### src/common/wdc_regs.svh
`ifndef WDC_REGS_SVH
`define WDC_REGS_SVH

// ----------------------------------------
// Register map, byte offsets
// ----------------------------------------
`define WDC_ADDR_STATUS 4'h0
`define WDC_ADDR_CONFIG 4'h4

// ----------------------------------------
// Field positions and reset values
// ----------------------------------------
`define WDC_STAT_ERR 0
`define WDC_STAT_EQ 1
`define WDC_STAT_NEG 2
`define WDC_STAT_BUSY 3
`define WDC_CFG_SHIFT_RST 4'hC

// ----------------------------------------
// Control word limits, raw BCD compare
// ----------------------------------------
`define WDC_NORMAL_MAX 16'h6655
`define WDC_PUSH_MIN 16'h9000
`define WDC_POP_MIN 16'h8000
`define WDC_TOP_FIFO 4'h9
`define WDC_TOP_LIFO 4'h8
`define WDC_BIT_MAX 8'h15
`define WDC_DIGIT_MAX 4'h3

`endif

### src/common/wdc_pkg.sv
package wdc_pkg;
  typedef logic [15:0] wdc_word_t;
  typedef logic [15:0] wdc_addr_t;

  typedef enum logic [1:0] {
    WDC_WORD_DISTRIBUTE,
    WDC_WORD_COLLECT,
    WDC_BIT_MOVE,
    WDC_DIGIT_MOVE
  } wdc_op_e;

  typedef enum logic [2:0] {
    ST_IDLE,
    ST_RD_PTR,
    ST_RD_WORD,
    ST_SHIFT_RD,
    ST_SHIFT_WR,
    ST_WR_WORD,
    ST_WR_PTR,
    ST_DONE
  } wdc_fsm_e;

  typedef struct packed {
    wdc_op_e op;
    logic cond;
    wdc_word_t src;
    wdc_addr_t base;
    wdc_word_t ctrl;
    wdc_addr_t dest;
    logic indUse;
    wdc_word_t indPtr;
  } wdc_req_s;

  typedef struct packed {
    logic req;
    logic we;
    wdc_addr_t addr;
    wdc_word_t wdata;
  } wdc_mem_s;

  typedef struct packed {
    logic err;
    logic eq;
    logic neg;
  } wdc_flags_s;
endpackage

### src/core/wdc_unit.sv
// The Avalon-MM register port and the register addresses were decided locally.
`timescale 1ns/1ps
`default_nettype none
`include "wdc_regs.svh"

// Notes on behaviour
// - Normal distribute writes source to base plus control offset.
// - Control top digit 9 makes distribute a push; low three digits give length.
// - Push stores at pointer-designated word, increments base pointer, updates negative.
// - Condition false: nothing written, flags untouched.
// - Distribute errors on non-BCD control or control between 6655 and 9000.
// - Distribute errors when base and last word sit in different areas.
// - Distribute equal flag shows source is zero.
// - Normal collect copies base plus offset word to destination.
// - Collect top digit 9 reads oldest, 8 reads newest; length from low digits.
// - Oldest-first read copies oldest entry, then pointer drops by one.
// - Newest-first read copies latest entry, then pointer drops by one.
// - Collect errors on non-BCD control or control between 6655 and 8000.
// - Stack collect errors on split areas or pointer above length.
// - Collect equal flag shows transferred word is zero.
// - Bit move copies designated source bit to designated destination bit.
// - Bit move errors on non-BCD designator or bit above 15.
// - After bit move, negative equals destination top bit.
// - Digit move copies up to four digits, wrapping past digit 3.
// - Digit move errors when any low three designator digits exceed 3.
// - Bad indirect pointer (non-BCD or past area end) raises error.
module wdc_unit
  import wdc_pkg::*;
#(
  parameter int DM_WORDS = 6144
) (
  input wire logic clk,
  input wire logic resetn,
  input wire logic reqValid,
  output logic reqReady,
  input wire wdc_req_s req,
  output logic doneValid,
  output wdc_flags_s flags,
  output wdc_mem_s mem,
  input wire wdc_word_t memRdata,
  input wire logic memAck,
  input wire logic [3:0] avs_address,
  input wire logic avs_read,
  input wire logic avs_write,
  input wire logic [31:0] avs_writedata,
  output logic [31:0] avs_readdata,
  output logic avs_waitrequest
);

  // Pointer value is BCD, so no area can reach past 9999 words
  if (DM_WORDS < 1 || DM_WORDS > 9999) begin : g_bad_words
    $error("DM_WORDS out of range");
  end

  typedef struct packed {
    wdc_fsm_e fsm;
    wdc_op_e op;
    logic exec;
    logic stack;
    logic lifo;
    wdc_addr_t base;
    wdc_addr_t dest;
    wdc_word_t src;
    wdc_word_t ctrl;
    wdc_word_t len;
    wdc_word_t ptr;
    wdc_word_t idx;
    wdc_word_t data;
    wdc_mem_s mem;
    wdc_flags_s flags;
    logic [3:0] areaShift;
    logic busAck;
    logic [31:0] busRdata;
  } wdc_state_s;

  wdc_state_s st;
  wdc_state_s n;

  // ----------------------------------------
  // Decode helpers
  // ----------------------------------------
  function automatic logic isBcd(input wdc_word_t w);
    logic ok;
    ok = 1'b1;
    for (int k = 0; k < 4; k++) begin
      if (w[4*k +: 4] > 4'h9) begin
        ok = 1'b0;
      end
    end
    return ok;
  endfunction

  function automatic logic [13:0] bcdBin(input wdc_word_t w);
    return 14'(w[15:12]) * 14'h03E8 + 14'(w[11:8]) * 14'h0064 + 14'(w[7:4]) * 14'h000A + 14'(w[3:0]);
  endfunction

  // Areas are aligned blocks of 2**shift words; carry out of the map is always a split
  function automatic logic sameArea(input logic [16:0] a, input logic [16:0] b, input logic [3:0] sh);
    return !b[16] && ((a >> sh) == (b >> sh));
  endfunction

  function automatic wdc_word_t digitMove(input wdc_word_t s, input wdc_word_t d, input wdc_word_t di);
    wdc_word_t r;
    logic [1:0] sp;
    logic [1:0] dp;
    r = d;
    for (int k = 0; k < 4; k++) begin
      sp = 2'(di[1:0] + 2'(k));
      dp = 2'(di[9:8] + 2'(k));
      if (k <= int'(di[5:4])) begin
        r[4*dp +: 4] = s[4*sp +: 4];
      end
    end
    return r;
  endfunction

  // ----------------------------------------
  // Request decode
  // ----------------------------------------
  logic accept;
  logic ctrlBcd;
  logic [3:0] topDigit;
  logic [13:0] offVal;
  logic [13:0] lenVal;
  logic indErr;
  logic pushMode;
  logic popMode;
  logic distBad;
  logic collBad;
  logic bitBad;
  logic digitBad;
  logic [16:0] baseExt;
  logic [16:0] lastNormal;
  logic [16:0] lastStack;
  logic [3:0] srcBit;
  logic [3:0] dstBit;

  assign reqReady = (st.fsm == ST_IDLE);
  assign accept = reqValid && reqReady;
  assign doneValid = (st.fsm == ST_DONE);
  assign ctrlBcd = isBcd(req.ctrl);
  assign topDigit = req.ctrl[15:12];
  assign offVal = bcdBin(req.ctrl);
  assign lenVal = bcdBin({4'h0, req.ctrl[11:0]});
  assign baseExt = {1'b0, req.base};
  assign lastNormal = baseExt + 17'(offVal);
  assign lastStack = baseExt + 17'(lenVal);
  assign indErr = req.indUse && (!isBcd(req.indPtr) || int'(bcdBin(req.indPtr)) >= DM_WORDS);
  assign pushMode = (topDigit == `WDC_TOP_FIFO);
  assign popMode = (topDigit == `WDC_TOP_FIFO) || (topDigit == `WDC_TOP_LIFO);
  assign distBad = !ctrlBcd || (req.ctrl > `WDC_NORMAL_MAX && req.ctrl < `WDC_PUSH_MIN)
    || !sameArea(baseExt, pushMode ? lastStack : lastNormal, st.areaShift);
  assign collBad = !ctrlBcd || (req.ctrl > `WDC_NORMAL_MAX && req.ctrl < `WDC_POP_MIN)
    || !sameArea(baseExt, popMode ? lastStack : lastNormal, st.areaShift);
  assign bitBad = !ctrlBcd || req.ctrl[7:0] > `WDC_BIT_MAX || req.ctrl[15:8] > `WDC_BIT_MAX;
  assign digitBad = req.ctrl[3:0] > `WDC_DIGIT_MAX || req.ctrl[7:4] > `WDC_DIGIT_MAX
    || req.ctrl[11:8] > `WDC_DIGIT_MAX;
  assign srcBit = 4'(st.ctrl[7:4] * 4'hA + st.ctrl[3:0]);
  assign dstBit = 4'(st.ctrl[15:12] * 4'hA + st.ctrl[11:8]);

  // ----------------------------------------
  // Next state
  // ----------------------------------------
  always_comb begin
    wdc_word_t bitWord;
    // Built on the destination word as it arrives from memory
    bitWord = memRdata;
    bitWord[dstBit] = st.src[srcBit];
    n = st;
    case (st.fsm)
      ST_IDLE: begin
        if (accept) begin
          n.op = req.op;
          n.exec = req.cond;
          n.base = req.base;
          n.dest = req.dest;
          n.src = req.src;
          n.ctrl = req.ctrl;
          n.len = 16'(lenVal);
          n.lifo = (topDigit == `WDC_TOP_LIFO);
          n.stack = 1'b0;
          n.fsm = ST_DONE;
          if (!req.cond) begin
            n.fsm = ST_DONE;
          end else if (indErr) begin
            n.flags.err = 1'b1;
          end else begin
            case (req.op)
              WDC_WORD_DISTRIBUTE: begin
                if (distBad) begin
                  n.flags.err = 1'b1;
                end else if (pushMode) begin
                  n.stack = 1'b1;
                  n.fsm = ST_RD_PTR;
                  n.mem = '{req: 1'b1, we: 1'b0, addr: req.base, wdata: 16'h0000};
                end else begin
                  n.data = req.src;
                  n.fsm = ST_WR_WORD;
                  n.mem = '{req: 1'b1, we: 1'b1, addr: lastNormal[15:0], wdata: req.src};
                end
              end
              WDC_WORD_COLLECT: begin
                if (collBad) begin
                  n.flags.err = 1'b1;
                end else if (popMode) begin
                  n.stack = 1'b1;
                  n.fsm = ST_RD_PTR;
                  n.mem = '{req: 1'b1, we: 1'b0, addr: req.base, wdata: 16'h0000};
                end else begin
                  n.fsm = ST_RD_WORD;
                  n.mem = '{req: 1'b1, we: 1'b0, addr: lastNormal[15:0], wdata: 16'h0000};
                end
              end
              WDC_BIT_MOVE: begin
                if (bitBad) begin
                  n.flags.err = 1'b1;
                end else begin
                  n.fsm = ST_RD_WORD;
                  n.mem = '{req: 1'b1, we: 1'b0, addr: req.dest, wdata: 16'h0000};
                end
              end
              default: begin
                if (digitBad) begin
                  n.flags.err = 1'b1;
                end else begin
                  n.fsm = ST_RD_WORD;
                  n.mem = '{req: 1'b1, we: 1'b0, addr: req.dest, wdata: 16'h0000};
                end
              end
            endcase
          end
        end
      end
      ST_RD_PTR: begin
        if (memAck) begin
          n.ptr = memRdata;
          n.mem.req = 1'b0;
          n.fsm = ST_DONE;
          if (st.op == WDC_WORD_DISTRIBUTE) begin
            // Full stack refused so the pointer never leaves the stack
            if (memRdata >= st.len) begin
              n.flags.err = 1'b1;
            end else begin
              n.data = st.src;
              n.fsm = ST_WR_WORD;
              n.mem = '{req: 1'b1, we: 1'b1, addr: 16'(st.base + memRdata + 16'h0001), wdata: st.src};
            end
          end else if (memRdata > st.len || memRdata == 16'h0000) begin
            n.flags.err = 1'b1;
          end else begin
            n.fsm = ST_RD_WORD;
            n.mem.req = 1'b1;
            n.mem.we = 1'b0;
            n.mem.addr = st.lifo ? 16'(st.base + memRdata) : 16'(st.base + 16'h0001);
          end
        end
      end
      ST_RD_WORD: begin
        if (memAck) begin
          n.fsm = ST_WR_WORD;
          n.mem.we = 1'b1;
          n.mem.addr = st.dest;
          case (st.op)
            WDC_BIT_MOVE: begin
              n.data = bitWord;
            end
            WDC_DIGIT_MOVE: begin
              n.data = digitMove(st.src, memRdata, st.ctrl);
            end
            default: begin
              n.data = memRdata;
            end
          endcase
          n.mem.wdata = n.data;
        end
      end
      ST_SHIFT_RD: begin
        if (memAck) begin
          // Data keeps the transferred word; shifted words pass straight through
          n.fsm = ST_SHIFT_WR;
          n.mem = '{req: 1'b1, we: 1'b1, addr: 16'(st.base + st.idx), wdata: memRdata};
        end
      end
      ST_SHIFT_WR: begin
        if (memAck) begin
          n.idx = 16'(st.idx + 16'h0001);
          if (n.idx == st.ptr) begin
            n.fsm = ST_WR_PTR;
            n.mem = '{req: 1'b1, we: 1'b1, addr: st.base, wdata: 16'(st.ptr - 16'h0001)};
          end else begin
            n.fsm = ST_SHIFT_RD;
            n.mem = '{req: 1'b1, we: 1'b0, addr: 16'(st.base + n.idx + 16'h0001), wdata: 16'h0000};
          end
        end
      end
      ST_WR_WORD: begin
        if (memAck) begin
          n.mem.req = 1'b0;
          n.fsm = ST_DONE;
          n.flags.err = 1'b0;
          if (st.op == WDC_WORD_DISTRIBUTE || st.op == WDC_WORD_COLLECT) begin
            n.flags.eq = (st.data == 16'h0000);
          end
          if (st.op == WDC_BIT_MOVE) begin
            n.flags.neg = st.data[15];
          end
          if (st.stack && st.op == WDC_WORD_DISTRIBUTE) begin
            n.fsm = ST_WR_PTR;
            n.mem = '{req: 1'b1, we: 1'b1, addr: st.base, wdata: 16'(st.ptr + 16'h0001)};
            n.flags.neg = n.mem.wdata[15];
          end else if (st.stack && !st.lifo && st.ptr > 16'h0001) begin
            // Oldest-first read closes the gap by moving every later entry down one word
            n.idx = 16'h0001;
            n.fsm = ST_SHIFT_RD;
            n.mem = '{req: 1'b1, we: 1'b0, addr: 16'(st.base + 16'h0002), wdata: 16'h0000};
          end else if (st.stack) begin
            n.fsm = ST_WR_PTR;
            n.mem = '{req: 1'b1, we: 1'b1, addr: st.base, wdata: 16'(st.ptr - 16'h0001)};
          end
        end
      end
      ST_WR_PTR: begin
        if (memAck) begin
          n.mem.req = 1'b0;
          n.fsm = ST_DONE;
        end
      end
      ST_DONE: begin
        n.fsm = ST_IDLE;
      end
      default: begin
        n.fsm = ST_IDLE;
      end
    endcase

    // Avalon slave, one wait state on every access
    n.busAck = (avs_read || avs_write) && !st.busAck;
    if (n.busAck && avs_read) begin
      case (avs_address)
        `WDC_ADDR_STATUS: begin
          n.busRdata = 32'h0000_0000;
          n.busRdata[`WDC_STAT_ERR] = st.flags.err;
          n.busRdata[`WDC_STAT_EQ] = st.flags.eq;
          n.busRdata[`WDC_STAT_NEG] = st.flags.neg;
          n.busRdata[`WDC_STAT_BUSY] = (st.fsm != ST_IDLE);
        end
        `WDC_ADDR_CONFIG: begin
          n.busRdata = {28'h000_0000, st.areaShift};
        end
        default: begin
          n.busRdata = 32'h0000_0000;
        end
      endcase
    end
    if (avs_write && st.busAck && avs_address == `WDC_ADDR_CONFIG) begin
      n.areaShift = avs_writedata[3:0];
    end
  end

  always_ff @(posedge clk or negedge resetn) begin
    if (!resetn) begin
      st <= '0;
      st.fsm <= ST_IDLE;
      st.areaShift <= `WDC_CFG_SHIFT_RST;
    end else begin
      st <= n;
    end
  end

  assign flags = st.flags;
  assign mem = st.mem;
  assign avs_readdata = st.busRdata;
  assign avs_waitrequest = (avs_read || avs_write) && !st.busAck;

  // ----------------------------------------
  // Checks
  // ----------------------------------------
  wdc_addr_t expAddr;
  always_ff @(posedge clk or negedge resetn) begin
    if (!resetn) begin
      expAddr <= 16'h0000;
    end else if (accept) begin
      expAddr <= lastNormal[15:0];
    end
  end

  a_cond_noop: assert property (@(posedge clk) disable iff (!resetn)
    accept && !req.cond |=> doneValid && !mem.req && $stable(flags))
    else $error("false condition did work");

  a_dist_ctrl: assert property (@(posedge clk) disable iff (!resetn)
    accept && req.cond && req.op == WDC_WORD_DISTRIBUTE && ctrlBcd
    && req.ctrl > 16'h6655 && req.ctrl < 16'h9000 |=> doneValid && flags.err)
    else $error("distribute range error missed");

  a_coll_ctrl: assert property (@(posedge clk) disable iff (!resetn)
    accept && req.cond && req.op == WDC_WORD_COLLECT && !ctrlBcd |=> doneValid && flags.err)
    else $error("collect BCD error missed");

  a_bit_range: assert property (@(posedge clk) disable iff (!resetn)
    accept && req.cond && !indErr && req.op == WDC_BIT_MOVE && req.ctrl[7:0] == 8'h16 |=> doneValid && flags.err)
    else $error("bit range error missed");

  a_digit_range: assert property (@(posedge clk) disable iff (!resetn)
    accept && req.cond && req.op == WDC_DIGIT_MOVE && req.ctrl[11:8] == 4'h4 |=> doneValid && flags.err ##1 !mem.req)
    else $error("digit range not refused");

  a_ind_error: assert property (@(posedge clk) disable iff (!resetn)
    accept && req.cond && indErr |=> doneValid && flags.err && !mem.req)
    else $error("indirect error missed");

  a_dist_addr: assert property (@(posedge clk) disable iff (!resetn)
    st.fsm == ST_WR_WORD && st.op == WDC_WORD_DISTRIBUTE && !st.stack |-> mem.we && mem.addr == expAddr)
    else $error("distribute address wrong");

  a_push_ptr: assert property (@(posedge clk) disable iff (!resetn)
    st.fsm == ST_WR_PTR && st.op == WDC_WORD_DISTRIBUTE |-> mem.addr == st.base && mem.wdata == 16'(st.ptr + 16'h0001))
    else $error("push pointer wrong");

  a_pop_ptr: assert property (@(posedge clk) disable iff (!resetn)
    st.fsm == ST_WR_PTR && st.op == WDC_WORD_COLLECT |-> mem.wdata == 16'(st.ptr - 16'h0001))
    else $error("pop pointer wrong");

  a_eq_flag: assert property (@(posedge clk) disable iff (!resetn)
    doneValid && st.exec && !flags.err && st.op == WDC_WORD_COLLECT |-> flags.eq == (st.data == 16'h0000))
    else $error("collect equal flag wrong");

  a_neg_bit: assert property (@(posedge clk) disable iff (!resetn)
    doneValid && st.exec && !flags.err && st.op == WDC_BIT_MOVE |-> flags.neg == st.data[15])
    else $error("bit move negative wrong");

  a_mem_hold: assert property (@(posedge clk) disable iff (!resetn)
    mem.req && !memAck |=> mem.req && $stable(mem.addr) && $stable(mem.we))
    else $error("memory request dropped");

endmodule

`default_nettype wire

### config.mk
export PLATFORM = sky130hd
export DESIGN_NAME = wdc_unit
export DESIGN_NICKNAME = d
export VERILOG_FILES = /design/src/common/wdc_pkg.sv /design/src/core/wdc_unit.sv
export VERILOG_INCLUDE_DIRS = /design/src /design/src/common
export SDC_FILE = /design/constraint.sdc
export NUM_CORES = 1
export LEC_CHECK = 0
export BUFFER_PORTS_ARGS = -buffer_cell sky130_fd_sc_hd__buf_2
export CORE_MARGIN = 5
export CORE_UTILIZATION = 36
export CTS_CLUSTER_DIAMETER = 200
export DETAILED_ROUTE_END_ITERATION = 8
export SLEW_MARGIN = 20
export SYNTH_ARGS = -nofsm -noshare
export SYNTH_HDL_FRONTEND = slang
export SYNTH_SLANG_ARGS = --single-unit
### constraint.sdc
create_clock -name clk -period 11.5 [get_ports clk]
set_clock_uncertainty 0.2 [all_clocks]
set_input_delay 3.45 -clock clk [delete_from_list [all_inputs] [get_ports clk]]
set_output_delay 3.45 -clock clk [all_outputs]
set_load 0.1 [all_outputs]
==> results.toml <==
[critical_path]
worstSetupPathType = "input port to flip-flop"
worstPathArrival_ns = 11.39
critPathMaxFanout = 17
crit-reg2reg-capture = "mem[31]"
r2r-start = "st[33]"
rr_worst_depth = 17
setup.worst_path.start_class = "input port"
end_kind = "flip-flop"
critPathMaxStageDelay_ns = 0.55
r2r_slack_ns = 5.64
required_ns = 11.67
critical_path.slowest_cell = "sky130_fd_sc_hd__fa_1"

[routing]
wl_met2_um = 42400
routed_wire_length_on_met3_um = 9140
avgViaCountPerCell = 5.92
drcViolationCount = 0
wirelength_met1_um = 42000
postRouteWirelength_um = 97700
route.detailed.wl_per_inst_um = 22.1
initialDrtViolationCount = 3115
maxUsedRoutingLayer = "met5"
drt-pass1-iter-count = 6
ant_nets = 0
vias = 26200

[placement]
port_buffers = 156
detailedPlacementHpwl_um = 75700
gpl.final_weighted_congestion = 1.05
dp_slack_ns = -0.692
area_after_detailed_placement_mm2 = 0.0275

[power_and_ir_drop]
ir_worst_vdd_mv = 0.209
p_per_area_mw_per_mm2 = 349
swShare = 0.549
p_sw_mw = 5.45
fin_total_pwr_mw = 9.92
power.share.combinational = 0.809
clock_power_share = 0.065
p_leak_nw = 12.9
intPower_mw = 4.47
seqPwrFrac = 0.126

[yosys]
share_of_the_yosys_chip_area_belonging_to_registers = 0.172
synth.yosys.warnings = 0
synth.largest_area_cell = "sky130_fd_sc_hd__dfrtp_1"
yosys.area.top_type_share = 0.170
netlist_area_mm2 = 0.0253
synth.distinct_cells = 102
post-synth-top-count-cell = "sky130_fd_sc_hd__nand2_1"
ys_seq_elements = 174
synth_commonest_cells = "sky130_fd_sc_hd__nand2_1, sky130_fd_sc_hd__a21oi_1, sky130_fd_sc_hd__ha_1, sky130_fd_sc_hd__o21ai_0, sky130_fd_sc_hd__nor2_1"
netlist_instances = 3336
number_of_enable_type_register_cells_in_the_synthesized_netlist = 0
biggest_area_contributors_in_the_synthesized_netlist = "sky130_fd_sc_hd__dfrtp_1, sky130_fd_sc_hd__ha_1, sky130_fd_sc_hd__nand2_1, sky130_fd_sc_hd__a21oi_1, sky130_fd_sc_hd__o21ai_0"
share_of_synthesized_registers_carrying_an_async_set_or_reset = 1.00
post_synth.cell_area_avg_um2 = 7.59
ys.flop_type = "sky130_fd_sc_hd__dfrtp_1"

[status]
status = "complete, no violations"

[timing]
setup-violations-final = 0
fin_crit_sh = 0.976
drv_slew = 0
worst_slew_pin_tran_ns = 1.06
achievable-frequency_mhz = 89.1
max-slew-margin-rel = 0.296
period_minus_slack_ns = 11.23
postLayoutSetupSlackWorst_ns = 0.274
timing.final.hold_violations = 0

[floorplan]
fp.coreArea_mm2 = 0.0699
floorplan.die_area_mm2 = 0.0757
pin_count = 214
initial_util = 0.362
vertical_die_dimension_um = 275
chipWidth_um = 275
std_cell_rows = 97

[final_layout]
fillers = 7315
final_core_util = 0.406
design.final.nets = 3871
seqCellArea_mm2 = 0.00436
post-route-cell-area_mm2 = 0.0284
share_of_cells_above_drive_strength_1 = 0.160
multi_input_logic_area_mm2 = 0.0193
syn_to_final_growth_pct = 12.2

[global_route]
first_global_vias = 24000
global_route_wire_length_before_repair_um = 146000
grt_util_all_layers = 0.248
grt_antenna_before_repair = 3
grt_overflow = 0
pin_count_of_the_biggest_net_entering_global_routing = 86

[clocking]
clock_tree_from_tritoncts = "yes"
tritoncts_sink_count = 174
cts_buffer_depth = 2
ctsRootBufferMaster = "sky130_fd_sc_hd__clkbuf_16"
cts.htree.levels = 4
clkTransAtPathRegs_ns = 0.07
insertion_delay_ns = 0.50
cts_hold_repair.buffers = 0
cts_bufs_inserted = 17

[flow_run]
cap_viol_max_count = 0

[worst_hold_path]
hold_class = "flip-flop to flip-flop"
hold_start = "avs_readdata[0]"
timing.hold.worst_path_depth = 2
hold-path-endpoint = "avs_readdata[0]"
## final cells by class
type                            count  share of cell area
Antenna cell                        5            0.000441
Clock buffer                       18              0.0155
Clock inverter                     14             0.00696
Inverter                          187              0.0247
Multi-Input combinational cell   2736               0.678
Sequential cell                   174               0.153
Tap cell                          940              0.0414
Timing Repair Buffer              345              0.0793
## layout by cell type (no fill, tap or decap), drive strengths merged, types with 20 or more instances in the layout
cell,count
mux2,82
nand3,75
nand4,47
o31ai,30
nor2b,50
a211oi,28
o21ai,224
and3,26
dfrtp,172
ha,226
a22oi,27
o21bai,27
xnor2,121
mux2i,71
nor4,28
nand2,445
nor3,61
or2,24
o22ai,33
a21o,50
inv,189
o221ai,24
o21a,24
and2,25
a221oi,20
a21oi,270
a22o,26
buf,344
nand2b,29
or3,23
xor2,73
nor2,215
o211ai,21
conb,28
a31oi,41
fa,42
## per-layer routing
layer	global-route usage	vias up
met1	0.346	12400
met3	0.0455	225
li1	-	12200
met5	0	-
met4	0.100	2
met2	0.380	1276
## cell families after synthesis
| family | after synthesis | share of synthesized area |
|---|---|---|
| mux | 161 | 0.0729 |
| xor+xnor | 194 | 0.0671 |
| fa+ha+maj | 268 | 0.145 |
| flops | 174 | 0.172 |
| compound gates | 977 | 0.256 |
| other cells | 1 | 0.000148 |
| buf+inv | 453 | 0.0804 |
| simple gates | 1108 | 0.207 |
## through the flow
step           cells  hold WS (ns)  setup TNS (ns)
6_report        4419         0.272               0
5_1_grt         4415         0.301          -0.142
4_1_cts         4409         0.271               0
3_5_place_dp    4377         0.252          -29.74
3_3_place_gp    4377         0.246          -22.45
2_1_floorplan   3363         0.240               0
## registers in the layout (all words and copies together) (netlist names)
register	count
mem	34
st	133
avs_readdata	4
flags	3
## power groups by stage
stage | sequential [mW] | combinational, mW | clock (mW)
5_1_grt | 1.28 | 8.63 | 0.684
3_5_place_dp | 1.24 | 7.65 | 0
2_1_floorplan | 1.00 | 5.40 | 0
6_report | 1.25 | 8.03 | 0.650
3_3_place_gp | 1.23 | 7.61 | 0
4_1_cts | 1.23 | 7.71 | 0.660
## timing repair
action / CTS / global route
pin swaps: 0 / 19
gates resized for setup: 5 / 34
setup buffers: 0 / 5
setup endpoints to repair: 39 / 49
cloned: 0 / 0
## worst max-delay path by stage
| stage | depth (start not counted) | endpoint | slack [ns] | from |
|---|---|---|---|---|
| 6_report | 37 | mem[31] | 0.27 | req[46] |
| 3_3_place_gp | 37 | mem[31] | -0.55 | req[46] |
| 5_1_grt | 42 | mem[31] | -0.02 | req[38] |
| 2_1_floorplan | 34 | mem[10] | 0.08 | req[46] |
| 3_5_place_dp | 37 | mem[29] | -0.69 | req[46] |
| 4_1_cts | 37 | mem[32] | 0.03 | req[46] |
## critical path: cells and delay by family
family | cells | cell delay, ns
AND/OR/NAND/NOR | 2 | 0.30
multiplexers | 1 | 0.30
AO/OA/AOI/OAI | 16 | 2.94
adder cells (fa/ha/maj) | 7 | 2.73
XOR/XNOR | 3 | 0.63
buffers and inverters | 8 | 0.99
Power figures use the tool's default switching activity.
